--- src/logic/hdtc_pkg.sv ---
// constants for the hypervisor debug and coprocessor trap control bank
package hdtc_pkg;
    // coprocessor move encoding of the debug control register
    localparam logic [2:0] HDC_OPC1 = 3'h4;
    localparam logic [3:0] HDC_CRN  = 4'h1;
    localparam logic [3:0] HDC_CRM  = 4'h1;
    localparam logic [2:0] HDC_OPC2 = 3'h1;
    // coprocessor trap register shares opc1/crn/crm, opc2 differs
    localparam logic [2:0] CPT_OPC2 = 3'h2;
    // coprocessor numbers of the debug and system coprocessors
    localparam logic [3:0] CP_DEBUG  = 4'he;
    localparam logic [3:0] CP_SYSTEM = 4'hf;
    // debug control field positions
    localparam int HDC_PART_LSB = 0;
    localparam int HDC_PART_W   = 5;
    localparam int HDC_MCTRL    = 5;
    localparam int HDC_PMTRAP   = 6;
    localparam int HDC_HPCE     = 7;
    localparam int HDC_DBGEXC   = 8;
    localparam int HDC_DREGACC  = 9;
    localparam int HDC_OSDBG    = 10;
    localparam int HDC_DROM     = 11;
    // coprocessor trap field positions
    localparam int CPT_CP_W     = 14;
    localparam int CPT_VEC      = 15;
    localparam int CPT_CPAC     = 31;
    localparam logic [31:0] CPT_WMASK = 32'h8000_bfff;
    // reset values
    localparam logic [4:0]  PART_RST  = 5'h4;
    localparam logic [31:0] CPT_RST   = 32'h0000_0000;
    // privilege levels
    localparam logic [1:0] PL_ZERO = 2'h0;
    localparam logic [1:0] PL_ONE  = 2'h1;
    localparam logic [1:0] PL_TWO  = 2'h2;
endpackage

--- src/logic/hdtc_ctrl.sv ---
// hypervisor debug control and coprocessor trap register bank
`timescale 1ns/1ps
module hdtc_ctrl #(
    parameter int CTR_COUNT = 4
) (
    // clock and reset
    input  wire logic        mclk,
    input  wire logic        rst,
    // current execution state
    input  wire logic [1:0]  cur_pl,
    input  wire logic        cur_nonsecure,
    input  wire logic        cur_monitor,
    input  wire logic        secure_config_nonsecure_bit,
    input  wire logic [15:0] nonsecure_access_control,
    input  wire logic        ctr_user_en,
    // coprocessor move port
    input  wire logic        cp_valid,
    input  wire logic        cp_write,
    input  wire logic [2:0]  cp_opc1,
    input  wire logic [3:0]  cp_crn,
    input  wire logic [3:0]  cp_crm,
    input  wire logic [2:0]  cp_opc2,
    input  wire logic [31:0] cp_wdata,
    output logic             cp_done,
    output logic             cp_undef,
    output logic [31:0]      cp_rdata,
    // use of other coprocessors and vector unit
    input  wire logic        cop_req,
    input  wire logic [3:0]  cop_num,
    input  wire logic        cop_vector,
    input  wire logic        cop_cpac,
    // monitor register and counter accesses
    input  wire logic        mon_req,
    input  wire logic        mon_ctrl,
    input  wire logic        ctr_req,
    input  wire logic [4:0]  ctr_idx,
    // debug exception
    input  wire logic        dbg_exc,
    // outcomes
    output logic             hyp_trap,
    output logic             acc_undef,
    output logic             acc_grant,
    output logic             ctr_enabled
);
    // debug control bits and coprocessor trap register
    logic [11:0] hdc_reg, hdc_next;
    logic [31:0] cpt_reg, cpt_next;
    logic        hpce_reg, hpce_next;
    logic        done_reg, done_next;
    logic        undef_reg, undef_next;
    logic [31:0] rdata_reg, rdata_next;
    logic        trap_reg, trap_next;
    logic        aund_reg, aund_next;
    logic        grant_reg, grant_next;
    logic [31:0] cpt_view;
    logic        is_hdc, is_cpt, reg_ok, ns_low;

    function automatic logic enc_hit(input logic [2:0] o1,
                                     input logic [3:0] n,
                                     input logic [3:0] m);
        enc_hit = o1 == hdtc_pkg::HDC_OPC1 && n == hdtc_pkg::HDC_CRN
                  && m == hdtc_pkg::HDC_CRM;
    endfunction

    // bits forbidden by access control read as one for non-secure callers
    always_comb
    begin
        cpt_view = cpt_reg;
        if (cur_nonsecure)
        begin
            cpt_view[hdtc_pkg::CPT_CP_W-1:0] = cpt_reg[13:0]
                | ~nonsecure_access_control[13:0];
            cpt_view[hdtc_pkg::CPT_VEC] = cpt_reg[hdtc_pkg::CPT_VEC]
                | ~nonsecure_access_control[15];
        end
    end

    assign is_hdc = enc_hit(cp_opc1, cp_crn, cp_crm)
                    && cp_opc2 == hdtc_pkg::HDC_OPC2;
    assign is_cpt = enc_hit(cp_opc1, cp_crn, cp_crm)
                    && cp_opc2 == hdtc_pkg::CPT_OPC2;
    assign reg_ok = cur_pl == hdtc_pkg::PL_TWO
                    || (cur_monitor && secure_config_nonsecure_bit);
    assign ns_low = cur_nonsecure && cur_pl != hdtc_pkg::PL_TWO;

    // register access path
    always_comb
    begin
        hdc_next   = hdc_reg;
        cpt_next   = cpt_reg;
        hpce_next  = hpce_reg;
        done_next  = cp_valid;
        undef_next = 1'b0;
        rdata_next = rdata_reg;
        if (cp_valid)
        begin
            if (!(is_hdc || is_cpt) || !reg_ok)
                undef_next = 1'b1;
            else if (cp_write && is_hdc)
            begin
                // bit 7 is served from hpce_reg, this copy is never read
                hdc_next  = cp_wdata[11:0];
                hpce_next = cp_wdata[hdtc_pkg::HDC_HPCE];
            end
            else if (cp_write)
            begin
                cpt_next = cp_wdata & hdtc_pkg::CPT_WMASK;
                if (cur_nonsecure)
                begin
                    // forbidden bits keep their stored value
                    cpt_next[13:0] = (cp_wdata[13:0]
                        & nonsecure_access_control[13:0])
                        | (cpt_reg[13:0]
                        & ~nonsecure_access_control[13:0]);
                    cpt_next[15] = nonsecure_access_control[15]
                        ? cp_wdata[15] : cpt_reg[15];
                end
            end
            else if (is_hdc)
                rdata_next = {20'h0_0000, hdc_reg[11:8], hpce_reg,
                              hdc_reg[6:0]};
            else
                rdata_next = cpt_view;
        end
    end

    // outcome of coprocessor, monitor, counter and debug events
    always_comb
    begin
        trap_next  = 1'b0;
        aund_next  = 1'b0;
        grant_next = 1'b0;
        if (dbg_exc)
        begin
            // caught exception is redirected rather than taken locally
            trap_next = cur_nonsecure && hdc_reg[hdtc_pkg::HDC_DBGEXC];
            grant_next = !trap_next;
        end
        else if (cop_req)
        begin
            if (cop_num == hdtc_pkg::CP_DEBUG
                || cop_num == hdtc_pkg::CP_SYSTEM)
                grant_next = 1'b1;
            else if (cur_nonsecure && cur_pl == hdtc_pkg::PL_TWO)
            begin
                // access control in cpt_view wins, cop_cpac ignored here
                aund_next = cop_vector ? cpt_view[hdtc_pkg::CPT_VEC]
                          : cpt_view[cop_num];
                grant_next = !aund_next;
            end
            else if (ns_low)
            begin
                trap_next = cop_cpac ? cpt_reg[hdtc_pkg::CPT_CPAC]
                          : (cpt_view[cop_num]
                          || (cop_vector && cpt_view[15]));
                grant_next = !trap_next;
            end
            else
                grant_next = 1'b1;
        end
        else if (mon_req)
        begin
            trap_next = ns_low && (mon_ctrl
                ? hdc_reg[hdtc_pkg::HDC_MCTRL]
                : hdc_reg[hdtc_pkg::HDC_PMTRAP]);
            grant_next = !trap_next;
        end
        else if (ctr_req)
        begin
            if (!cur_nonsecure)
                grant_next = ctr_idx < 5'(CTR_COUNT);
            else if (ctr_idx < hdc_reg[4:0])
                grant_next = cur_pl != hdtc_pkg::PL_ZERO
                             || ctr_user_en;
            else if (ctr_idx < 5'(CTR_COUNT))
                grant_next = cur_pl == hdtc_pkg::PL_TWO && hpce_reg;
            aund_next = !grant_next;
        end
    end

    always_ff @(posedge mclk or posedge rst)
    begin
        if (rst)
        begin
            hdc_reg   <= {7'h00, hdtc_pkg::PART_RST};
            cpt_reg   <= hdtc_pkg::CPT_RST;
            done_reg  <= 1'b0;
            undef_reg <= 1'b0;
            rdata_reg <= 32'h0000_0000;
            trap_reg  <= 1'b0;
            aund_reg  <= 1'b0;
            grant_reg <= 1'b0;
        end
        else
        begin
            hdc_reg   <= hdc_next;
            cpt_reg   <= cpt_next;
            done_reg  <= done_next;
            undef_reg <= undef_next;
            rdata_reg <= rdata_next;
            trap_reg  <= trap_next;
            aund_reg  <= aund_next;
            grant_reg <= grant_next;
        end
    end

    // counter enable keeps no reset on purpose: its value is undefined
    always_ff @(posedge mclk)
    begin
        hpce_reg <= hpce_next;
    end

    assign cp_done     = done_reg;
    assign cp_undef    = undef_reg;
    assign cp_rdata    = rdata_reg;
    assign hyp_trap    = trap_reg;
    assign acc_undef   = aund_reg;
    assign acc_grant   = grant_reg;
    assign ctr_enabled = hpce_reg;

    a_dbg_redirect: assert property (@(posedge mclk) disable iff (rst)
        dbg_exc && cur_nonsecure && hdc_reg[8] |=> hyp_trap && !acc_grant)
        else $error("debug exception not redirected");
    a_reset_values: assert property (@(posedge mclk)
        $fell(rst) |-> hdc_reg[4:0] == 5'h4 && !hdc_reg[8] && !hdc_reg[5])
        else $error("wrong reset value");
    a_hpce_write: assert property (@(posedge mclk) disable iff (rst)
        cp_valid && cp_write && is_hdc && reg_ok
        |=> ctr_enabled == $past(cp_wdata[7]))
        else $error("counter enable not written");
    a_pm_trap: assert property (@(posedge mclk) disable iff (rst)
        mon_req && !cop_req && !dbg_exc && ns_low && !mon_ctrl
        && hdc_reg[6] |=> hyp_trap)
        else $error("monitor access not trapped");
    a_mctrl_trap: assert property (@(posedge mclk) disable iff (rst)
        mon_req && !cop_req && !dbg_exc && ns_low && mon_ctrl
        |=> hyp_trap == $past(hdc_reg[5]))
        else $error("control access trap wrong");
    a_low_ctr: assert property (@(posedge mclk) disable iff (rst)
        ctr_req && !mon_req && !cop_req && !dbg_exc && cur_nonsecure
        && ctr_idx < hdc_reg[4:0] && cur_pl == 2'h1 |=> acc_grant)
        else $error("low counter refused");
    a_high_ctr: assert property (@(posedge mclk) disable iff (rst)
        ctr_req && !mon_req && !cop_req && !dbg_exc && cur_nonsecure
        && ctr_idx >= hdc_reg[4:0] && cur_pl != 2'h2 |=> !acc_grant)
        else $error("high counter granted below level 2");
    a_cpt_guard: assert property (@(posedge mclk) disable iff (rst)
        cp_valid && is_cpt && !reg_ok
        |=> cp_undef && cpt_reg == $past(cpt_reg))
        else $error("trap register reached illegally");
    a_cop_exempt: assert property (@(posedge mclk) disable iff (rst)
        cop_req && !dbg_exc && cop_num == 4'hf |=> acc_grant && !hyp_trap)
        else $error("system coprocessor trapped");
    a_nsac_ro: assert property (@(posedge mclk) disable iff (rst)
        cp_valid && !cp_write && is_cpt && reg_ok && cur_nonsecure
        && !nonsecure_access_control[10] |=> cp_rdata[10])
        else $error("forbidden bit not read as one");

    c_dbg_trap: cover property (@(posedge mclk) disable iff (rst)
        dbg_exc && cur_nonsecure && hdc_reg[8] ##1 hyp_trap);
    c_cop_trap: cover property (@(posedge mclk) disable iff (rst)
        cop_req && ns_low ##1 hyp_trap);
    c_hdc_read: cover property (@(posedge mclk) disable iff (rst)
        cp_valid && !cp_write && is_hdc ##1 cp_done && !cp_undef);
endmodule

--- config.mk ---
export PLATFORM = sky130hd
export DESIGN_NAME = hdtc_ctrl
export DESIGN_NICKNAME = d
export VERILOG_FILES = /design/src/logic/hdtc_pkg.sv /design/src/logic/hdtc_ctrl.sv
export SDC_FILE = /design/constraint.sdc
export NUM_CORES = 1
export LEC_CHECK = 0
export BUFFER_PORTS_ARGS = -buffer_cell sky130_fd_sc_hd__buf_2
export CORE_MARGIN = 10
export CORE_UTILIZATION = 52
export CTS_BUF_LIST = sky130_fd_sc_hd__clkbuf_8 sky130_fd_sc_hd__clkbuf_16
export DETAILED_ROUTE_END_ITERATION = 7
export MAX_ROUTING_LAYER = met4
export PLACE_DENSITY_LB_ADDON = 0.25
export REMOVE_ABC_BUFFERS = 1
export SLEW_MARGIN = 30
export SYNTH_ARGS = -nofsm -noshare
export SYNTH_HDL_FRONTEND = slang
export SYNTH_SLANG_ARGS = --single-unit
--- constraint.sdc ---
create_clock -name mclk -period 3.2 [get_ports mclk]
set_input_delay 0.64 -clock mclk [delete_from_list [all_inputs] [get_ports mclk]]
set_output_delay 0.64 -clock mclk [all_outputs]
set_load 0.005 [all_outputs]
Word level (Yosys, flattened, before mapping):

Cells that the tools add are included.

* bits in registers: 66
* latch bits: 0
* memory bits (writable): 0
* memory bits (read-only): 0
* input bits: 88
* output and inout bits: 38
* logic and storage cells: 102
* memories: 0

* add/subtract/negate cells: 0
* multipliers: 0
* div/mod/pow operators: 0
* $lt $le $gt $ge: 3
* equality and inequality tests: 10
* shift-type cells: 0
* mux-type cells: 39
* bitwise logic cells: 10
* reduce and logical (&&, ||, !) cells: 30

Operators by type and width (count)
* 1-bit 2-to-1 mux: 35
* 32-bit 2-to-1 mux: 1
* 14-bit bitwise AND: 2
* 14-bit 2-to-1 mux: 2
* 14-bit bitwise OR: 2
* 14-bit inverter: 1
* 1-bit logical AND: 12
* 4-bit by 1-bit == test with 1-bit output, second input constant: 2
* 4-bit == test, second input constant: 2
* 4-bit AND reduction: 2
* 1-bit logical NOT: 7
* 1-bit logical OR: 6
* 4-bit by 6-bit less-than comparator with 1-bit output, second input constant: 1
* 5-bit by 3-bit less-than comparator with 1-bit output, second input constant: 1
* 5-bit less-than comparator: 1
* 5-bit AND reduction: 1
* 1-bit binary-select mux with 4-bit select: 1
* 1-bit inverter: 4
* 3-bit by 1-bit == test with 1-bit output, second input constant: 1
* 3-bit by 2-bit == test with 1-bit output, second input constant: 1
* 3-bit == test, second input constant: 1
* 3-bit AND reduction: 1
* 2-bit == test, second input constant: 1
* 2-bit by 1-bit inequality test with 1-bit output, second input constant: 1
* other kinds (3): 3

Longest topological paths before layout:

* word-level depth: 14
* depth in mapped cells: 8
* gate-level depth less buffers: 8

Worst setup path before layout:

OpenSTA, ideal clock, no wires.

* path type: input -> register
* start point: in cp_opc1[1]
* end point: reg rdata_reg[12] (netlist: cp_rdata[12])
* setup time: 0.121 ns
* data arrival time: 2.122 ns
* data required time: 3.079 ns
* slack: 0.958 ns
* stages on the path: 8
* path buffers: 2
* cells stage by stage: nor4b_2 > nand3_1 > or3_1 > or3b_1 > buf_2 > buf_6 > nand2_1 > o21ai_2

* cells in the longest elaborated chain, start to end: 9
* elaborated cells between the ends (all ways): 13
* those cells by class: eq/ne: 1; mux: 1; bitwise: 2; reduce/logical: 9

RTL lines
* start, declared: line hdtc_ctrl.sv:19 `input wire logic [2:0] cp_opc1,`
* 3-bit == test (*): line hdtc_ctrl.sv:61 `enc_hit = o1 == hdtc_pkg::HDC_OPC1 && n == hdtc_pkg::HDC_CRN`
* 1-bit logical AND (*): line hdtc_ctrl.sv:61
* 1-bit logical AND (*): line hdtc_ctrl.sv:62 `&& m == hdtc_pkg::HDC_CRM;`
* 1-bit logical AND, on equally long branches: line hdtc_ctrl.sv:79, hdtc_ctrl.sv:81
* 1-bit logical OR: line hdtc_ctrl.sv:97 `if (!(is_hdc || is_cpt) || !reg_ok)`
* 1-bit logical NOT: line hdtc_ctrl.sv:97
* 1-bit logical OR: line hdtc_ctrl.sv:97
* 1-bit inverter (no source line)
* 4-bit AND reduction (no source line)
* end signal, assigned: line hdtc_ctrl.sv:200 `rdata_reg <= rdata_next;`
* end, declared: line hdtc_ctrl.sv:51 `logic [31:0] rdata_reg, rdata_next;`

Mark *: on every way between the ends. The rest lies on a longest branch, timed or not.
A chain may end at the register's enable or synchronous reset.

Worst setup path after layout:

* start point: in cop_num[0]
* end point: reg aund_reg (netlist: acc_undef)

* cells in the longest elaborated chain, start to end: 7
* elaborated cells between the ends (all ways): 10
* those cells by class: eq/ne: 2; mux: 7; reduce/logical: 1

RTL lines
* start, declared: line hdtc_ctrl.sv:29 `input wire logic [3:0] cop_num,`
* 1-bit binary-select mux with 4-bit select: line hdtc_ctrl.sv:148 `: cpt_view[cop_num];`
* 1-bit 2-to-1 mux (not written as such): line hdtc_ctrl.sv:148
* 1-bit 2-to-1 mux: line hdtc_ctrl.sv:147 `aund_next = cop_vector ? cpt_view[hdtc_pkg::CPT_VEC]`
* 1-bit 2-to-1 mux: line hdtc_ctrl.sv:144 `else if (cur_nonsecure && cur_pl == hdtc_pkg::PL_TWO)`
* 1-bit 2-to-1 mux (*): line hdtc_ctrl.sv:141 `if (cop_num == hdtc_pkg::CP_DEBUG`
* 1-bit 2-to-1 mux (*): line hdtc_ctrl.sv:139 `else if (cop_req)`
* 1-bit 2-to-1 mux (*): line hdtc_ctrl.sv:133 `if (dbg_exc)`
* named net aund_next: line hdtc_ctrl.sv:53 `logic aund_reg, aund_next;`
* end signal, assigned: line hdtc_ctrl.sv:202 `aund_reg <= aund_next;`
* end, declared: line hdtc_ctrl.sv:53

The timed path passes the listed nets; every way through them passes the cells marked *. The select of a mux whose other input is x is not followed.

==> results.yml <==
die:
  die_y_um: 95.2
  start_util_pct: 53.4
  die_area_sq_um: 9060
  coreArea_sq_um: 5510
  std_cell_rows: 27
  io_pins: 126
  die_width_um: 95.2
route:
  detail-route-antenna-nets: 0
  detail_route.wl_per_cell_um: 15.8
  drc: 0
  drt_pre_antenna_iters: 4
  vias: 2526
  drt_iter0_markers: 80
  totalWireLength_um: 7700
  via_per_inst: 5.20
power:
  total_leakage_power_nw: 1.82
  irDropWorstVdd_uv: 182
  power_density_nw_per_um2: 343
  p_total_w: 0.00119
synth:
  yosys.area_share.adder_pct: 1.70
  netlist-cell-type-count: 45
  ys_warn_count: 0
  seq_area_frac_synth_pct: 42.0
  synth-main-ff-cell: "dfrtp_1"
  synth_compound_area_share_pct: 13.6
  post_synth.cell_area_avg_sq_um: 9.04
  ys_seq_elements: 49
  ys_async_sr_fraction_pct: 98.0
  synth-simple-area-share_pct: 24.2
  synth_edf_count: 1
  syn-cell-area_sq_um: 2940
  synthXorXnorAreaFrac_pct: 0
  synthTopCellsByArea: "dfrtp_1 (40%), mux2_2 (8.8%), nand2_1 (7.7%)"
  synth_top_family_by_area: "simple AND/OR/NAND/NOR gates"
  post-synth-top-area-fraction_pct: 40.0
  synth_top_area_cell: "dfrtp_1"
  muxShareOfSynthArea_pct: 10.9
  netlist_instances: 325
place:
  place.gp.congestion: 0.839
  io_buffers: 92
  place_area_sq_um: 3370
  place_ws_ps: 546
  hpwlAfterDp_um: 5910
sta:
  max_freq_mhz: 431
  fin_crit_ps: 2320
  tightestPinTransition_ps: 668
  fin_crit_sh_pct: 72.5
  hold_viol: 0
  slew_violations: 0
  fin_setup_tns_ps: 0
  finClkSkew_ps: 8.12
  rsz0062_at_grt: "false"
  slew_headroom_pct: 55.4
  setup_ws_ps: 879
  finalSetupViolations: 0
clock_network:
  htree_levels: 2
  post_cts_buffers: 0
  clkTransAtPathRegs_ps: 90
  clock-sinks: 49
  insertion_delay_ps: 310
  post_cts_resized: 0
  cts_tree: "yes"
  cts-buffers-inserted: 5
  clockBufferDepth: 2
  cts_hold_buf: 0
  clockRootBuffer: "clkbuf_8"
cells_and_area:
  drive_gt1_share_pct: 34.3
  synthToLayoutAreaGrowth_pct: 18.3
  design_area_sq_um: 3470
  diodes: 0
  fin_nets: 505
  n_fill_cell: 505
critical_path:
  path_max_fanout: 14
  worstSetupStartpointType: "primary input"
  worstReg2RegStart: "hdc_reg[2]"
  r2r.worst_path.cells: 8
  critPathKind: "primary input to flop"
  cp-endpoint: "acc_undef"
  cp.required_ps: 3410
  r2r_end: "acc_undef"
  worstSetupStartpoint: "cop_num[0]"
  reg2reg_slack_ps: 1110
  worst_setup_path_end_kind: "flop"
  worstPathArrival_ps: 2530
grt:
  grt_util_all_layers_pct: 17.8
  grt_max_degree: 49
  grt_pass1_wl_um: 12500
  grt_pass1_vias: 2665
  antenna_found_initial: 0
  grt-ovfl-total: 0
min_path:
  min-delay-path-class: "primary input to asynchronous set/reset pin"
outcome:
  status: "finished clean"
run:
  drv_cap: 0
[through the flow]
stage | utilization, % | instances | hold WS, ps
CTS | 63.1 | 486 | 434
global route | 63.1 | 486 | 469
global placement | 61.2 | 478 | 443
detailed placement | 61.3 | 478 | 455
floorplan | - | 311 | 433
finish | 63.1 | 486 | 407
[synthesized netlist by cell type, drive strengths merged, types with 2 or more instances]
cell    instances
a211oi          6
a21oi           3
buf            21
clkbuf          8
dfrtp          47
ha              4
inv             7
mux2           23
mux2i           6
nand2          60
nand3           6
nand4b          2
nor2           31
nor2b          21
nor3            6
nor4b           5
o211ai          2
o21ai          40
o31ai           3
or3             5
[cells in the final DEF, fill, tap and decap left out, types with 2 or more instances in the layout]
master	synthesis	routed
nor4b_2	2	2
mux2i_1	6	6
mux2_2	23	23
o21ai_2	10	10
ha_1	4	4
nor4b_1	2	2
buf_2	1	92
nand4b_1	2	2
or3_1	5	5
o31ai_1	3	3
a211oi_1	6	6
nor2_1	31	31
nand3_1	6	6
clkbuf_8	0	7
a21oi_1	3	3
conb_1	1	16
o21ai_1	6	6
nor3_1	6	6
inv_1	7	6
nor2b_1	21	21
buf_4	17	3
o21ai_0	24	24
dfrtp_1	47	47
nand2_1	60	60
o211ai_1	2	2
[routing by layer]
metal  part of all wire [%]  GRT usage [%]  vias up
met5                      0              -        -
met4                    1.1           5.61        0
li1                       -              -     1276
met1                     45           22.2     1160
met2                     45           27.4       83
met3                    9.0           4.71        7
[cell families (layout without fill, tap and decap cells)]
logic type / count (synthesis) / after routing
buf+inv: 36 / 110
flops: 49 / 49
compound gates: 62 / 62
mux: 29 / 29
simple gates: 144 / 144
other cells: 1 / 16
fa+ha+maj: 4 / 4
[how the worst min path moves through the flow]
stage,from,endpoint,slack (ps),cells after the start
after floorplan,hdc_reg[10],hdc_reg[10],430,2
after global placement,hdc_reg[10],hdc_reg[10],440,2
after detailed placement,hdc_reg[11],hdc_reg[11],450,2
after CTS,rst,cp_rdata[6],430,2
after global routing,rst,hdc_reg[6],470,2
final,rst,cp_rdata[6],410,2
[worst max-delay path, cell delays in order]
cell,delay (ps)
buf_2,320
mux2_2,380
a211oi_1,410
o31ai_1,130
a311oi_1,370
nor3_1,90
a21o_1,190
[final cells by class]
type | instances | area [sq um] | area share, %
multi-input cells | 255 | 1540 | 44.3
flip-flops and latches | 49 | 1230 | 35.5
repair buffers | 95 | 483 | 13.9
clock buffers | 7 | 96.3 | 2.77
well taps | 72 | 90.1 | 2.59
inverters | 7 | 28.8 | 0.828
clock inverters | 1 | 5.00 | 0.144
[where the power goes]
part / switching, W / internal (W) / total [W]
Combinational: 0.0000897 / 0.0000675 / 0.000157
Clock: 0.000213 / 0.000196 / 0.000409
Sequential: 0.000000733 / 0.000624 / 0.000625
Total: 0.000304 / 0.000887 / 0.00119
Power figures use the tool's default switching activity.
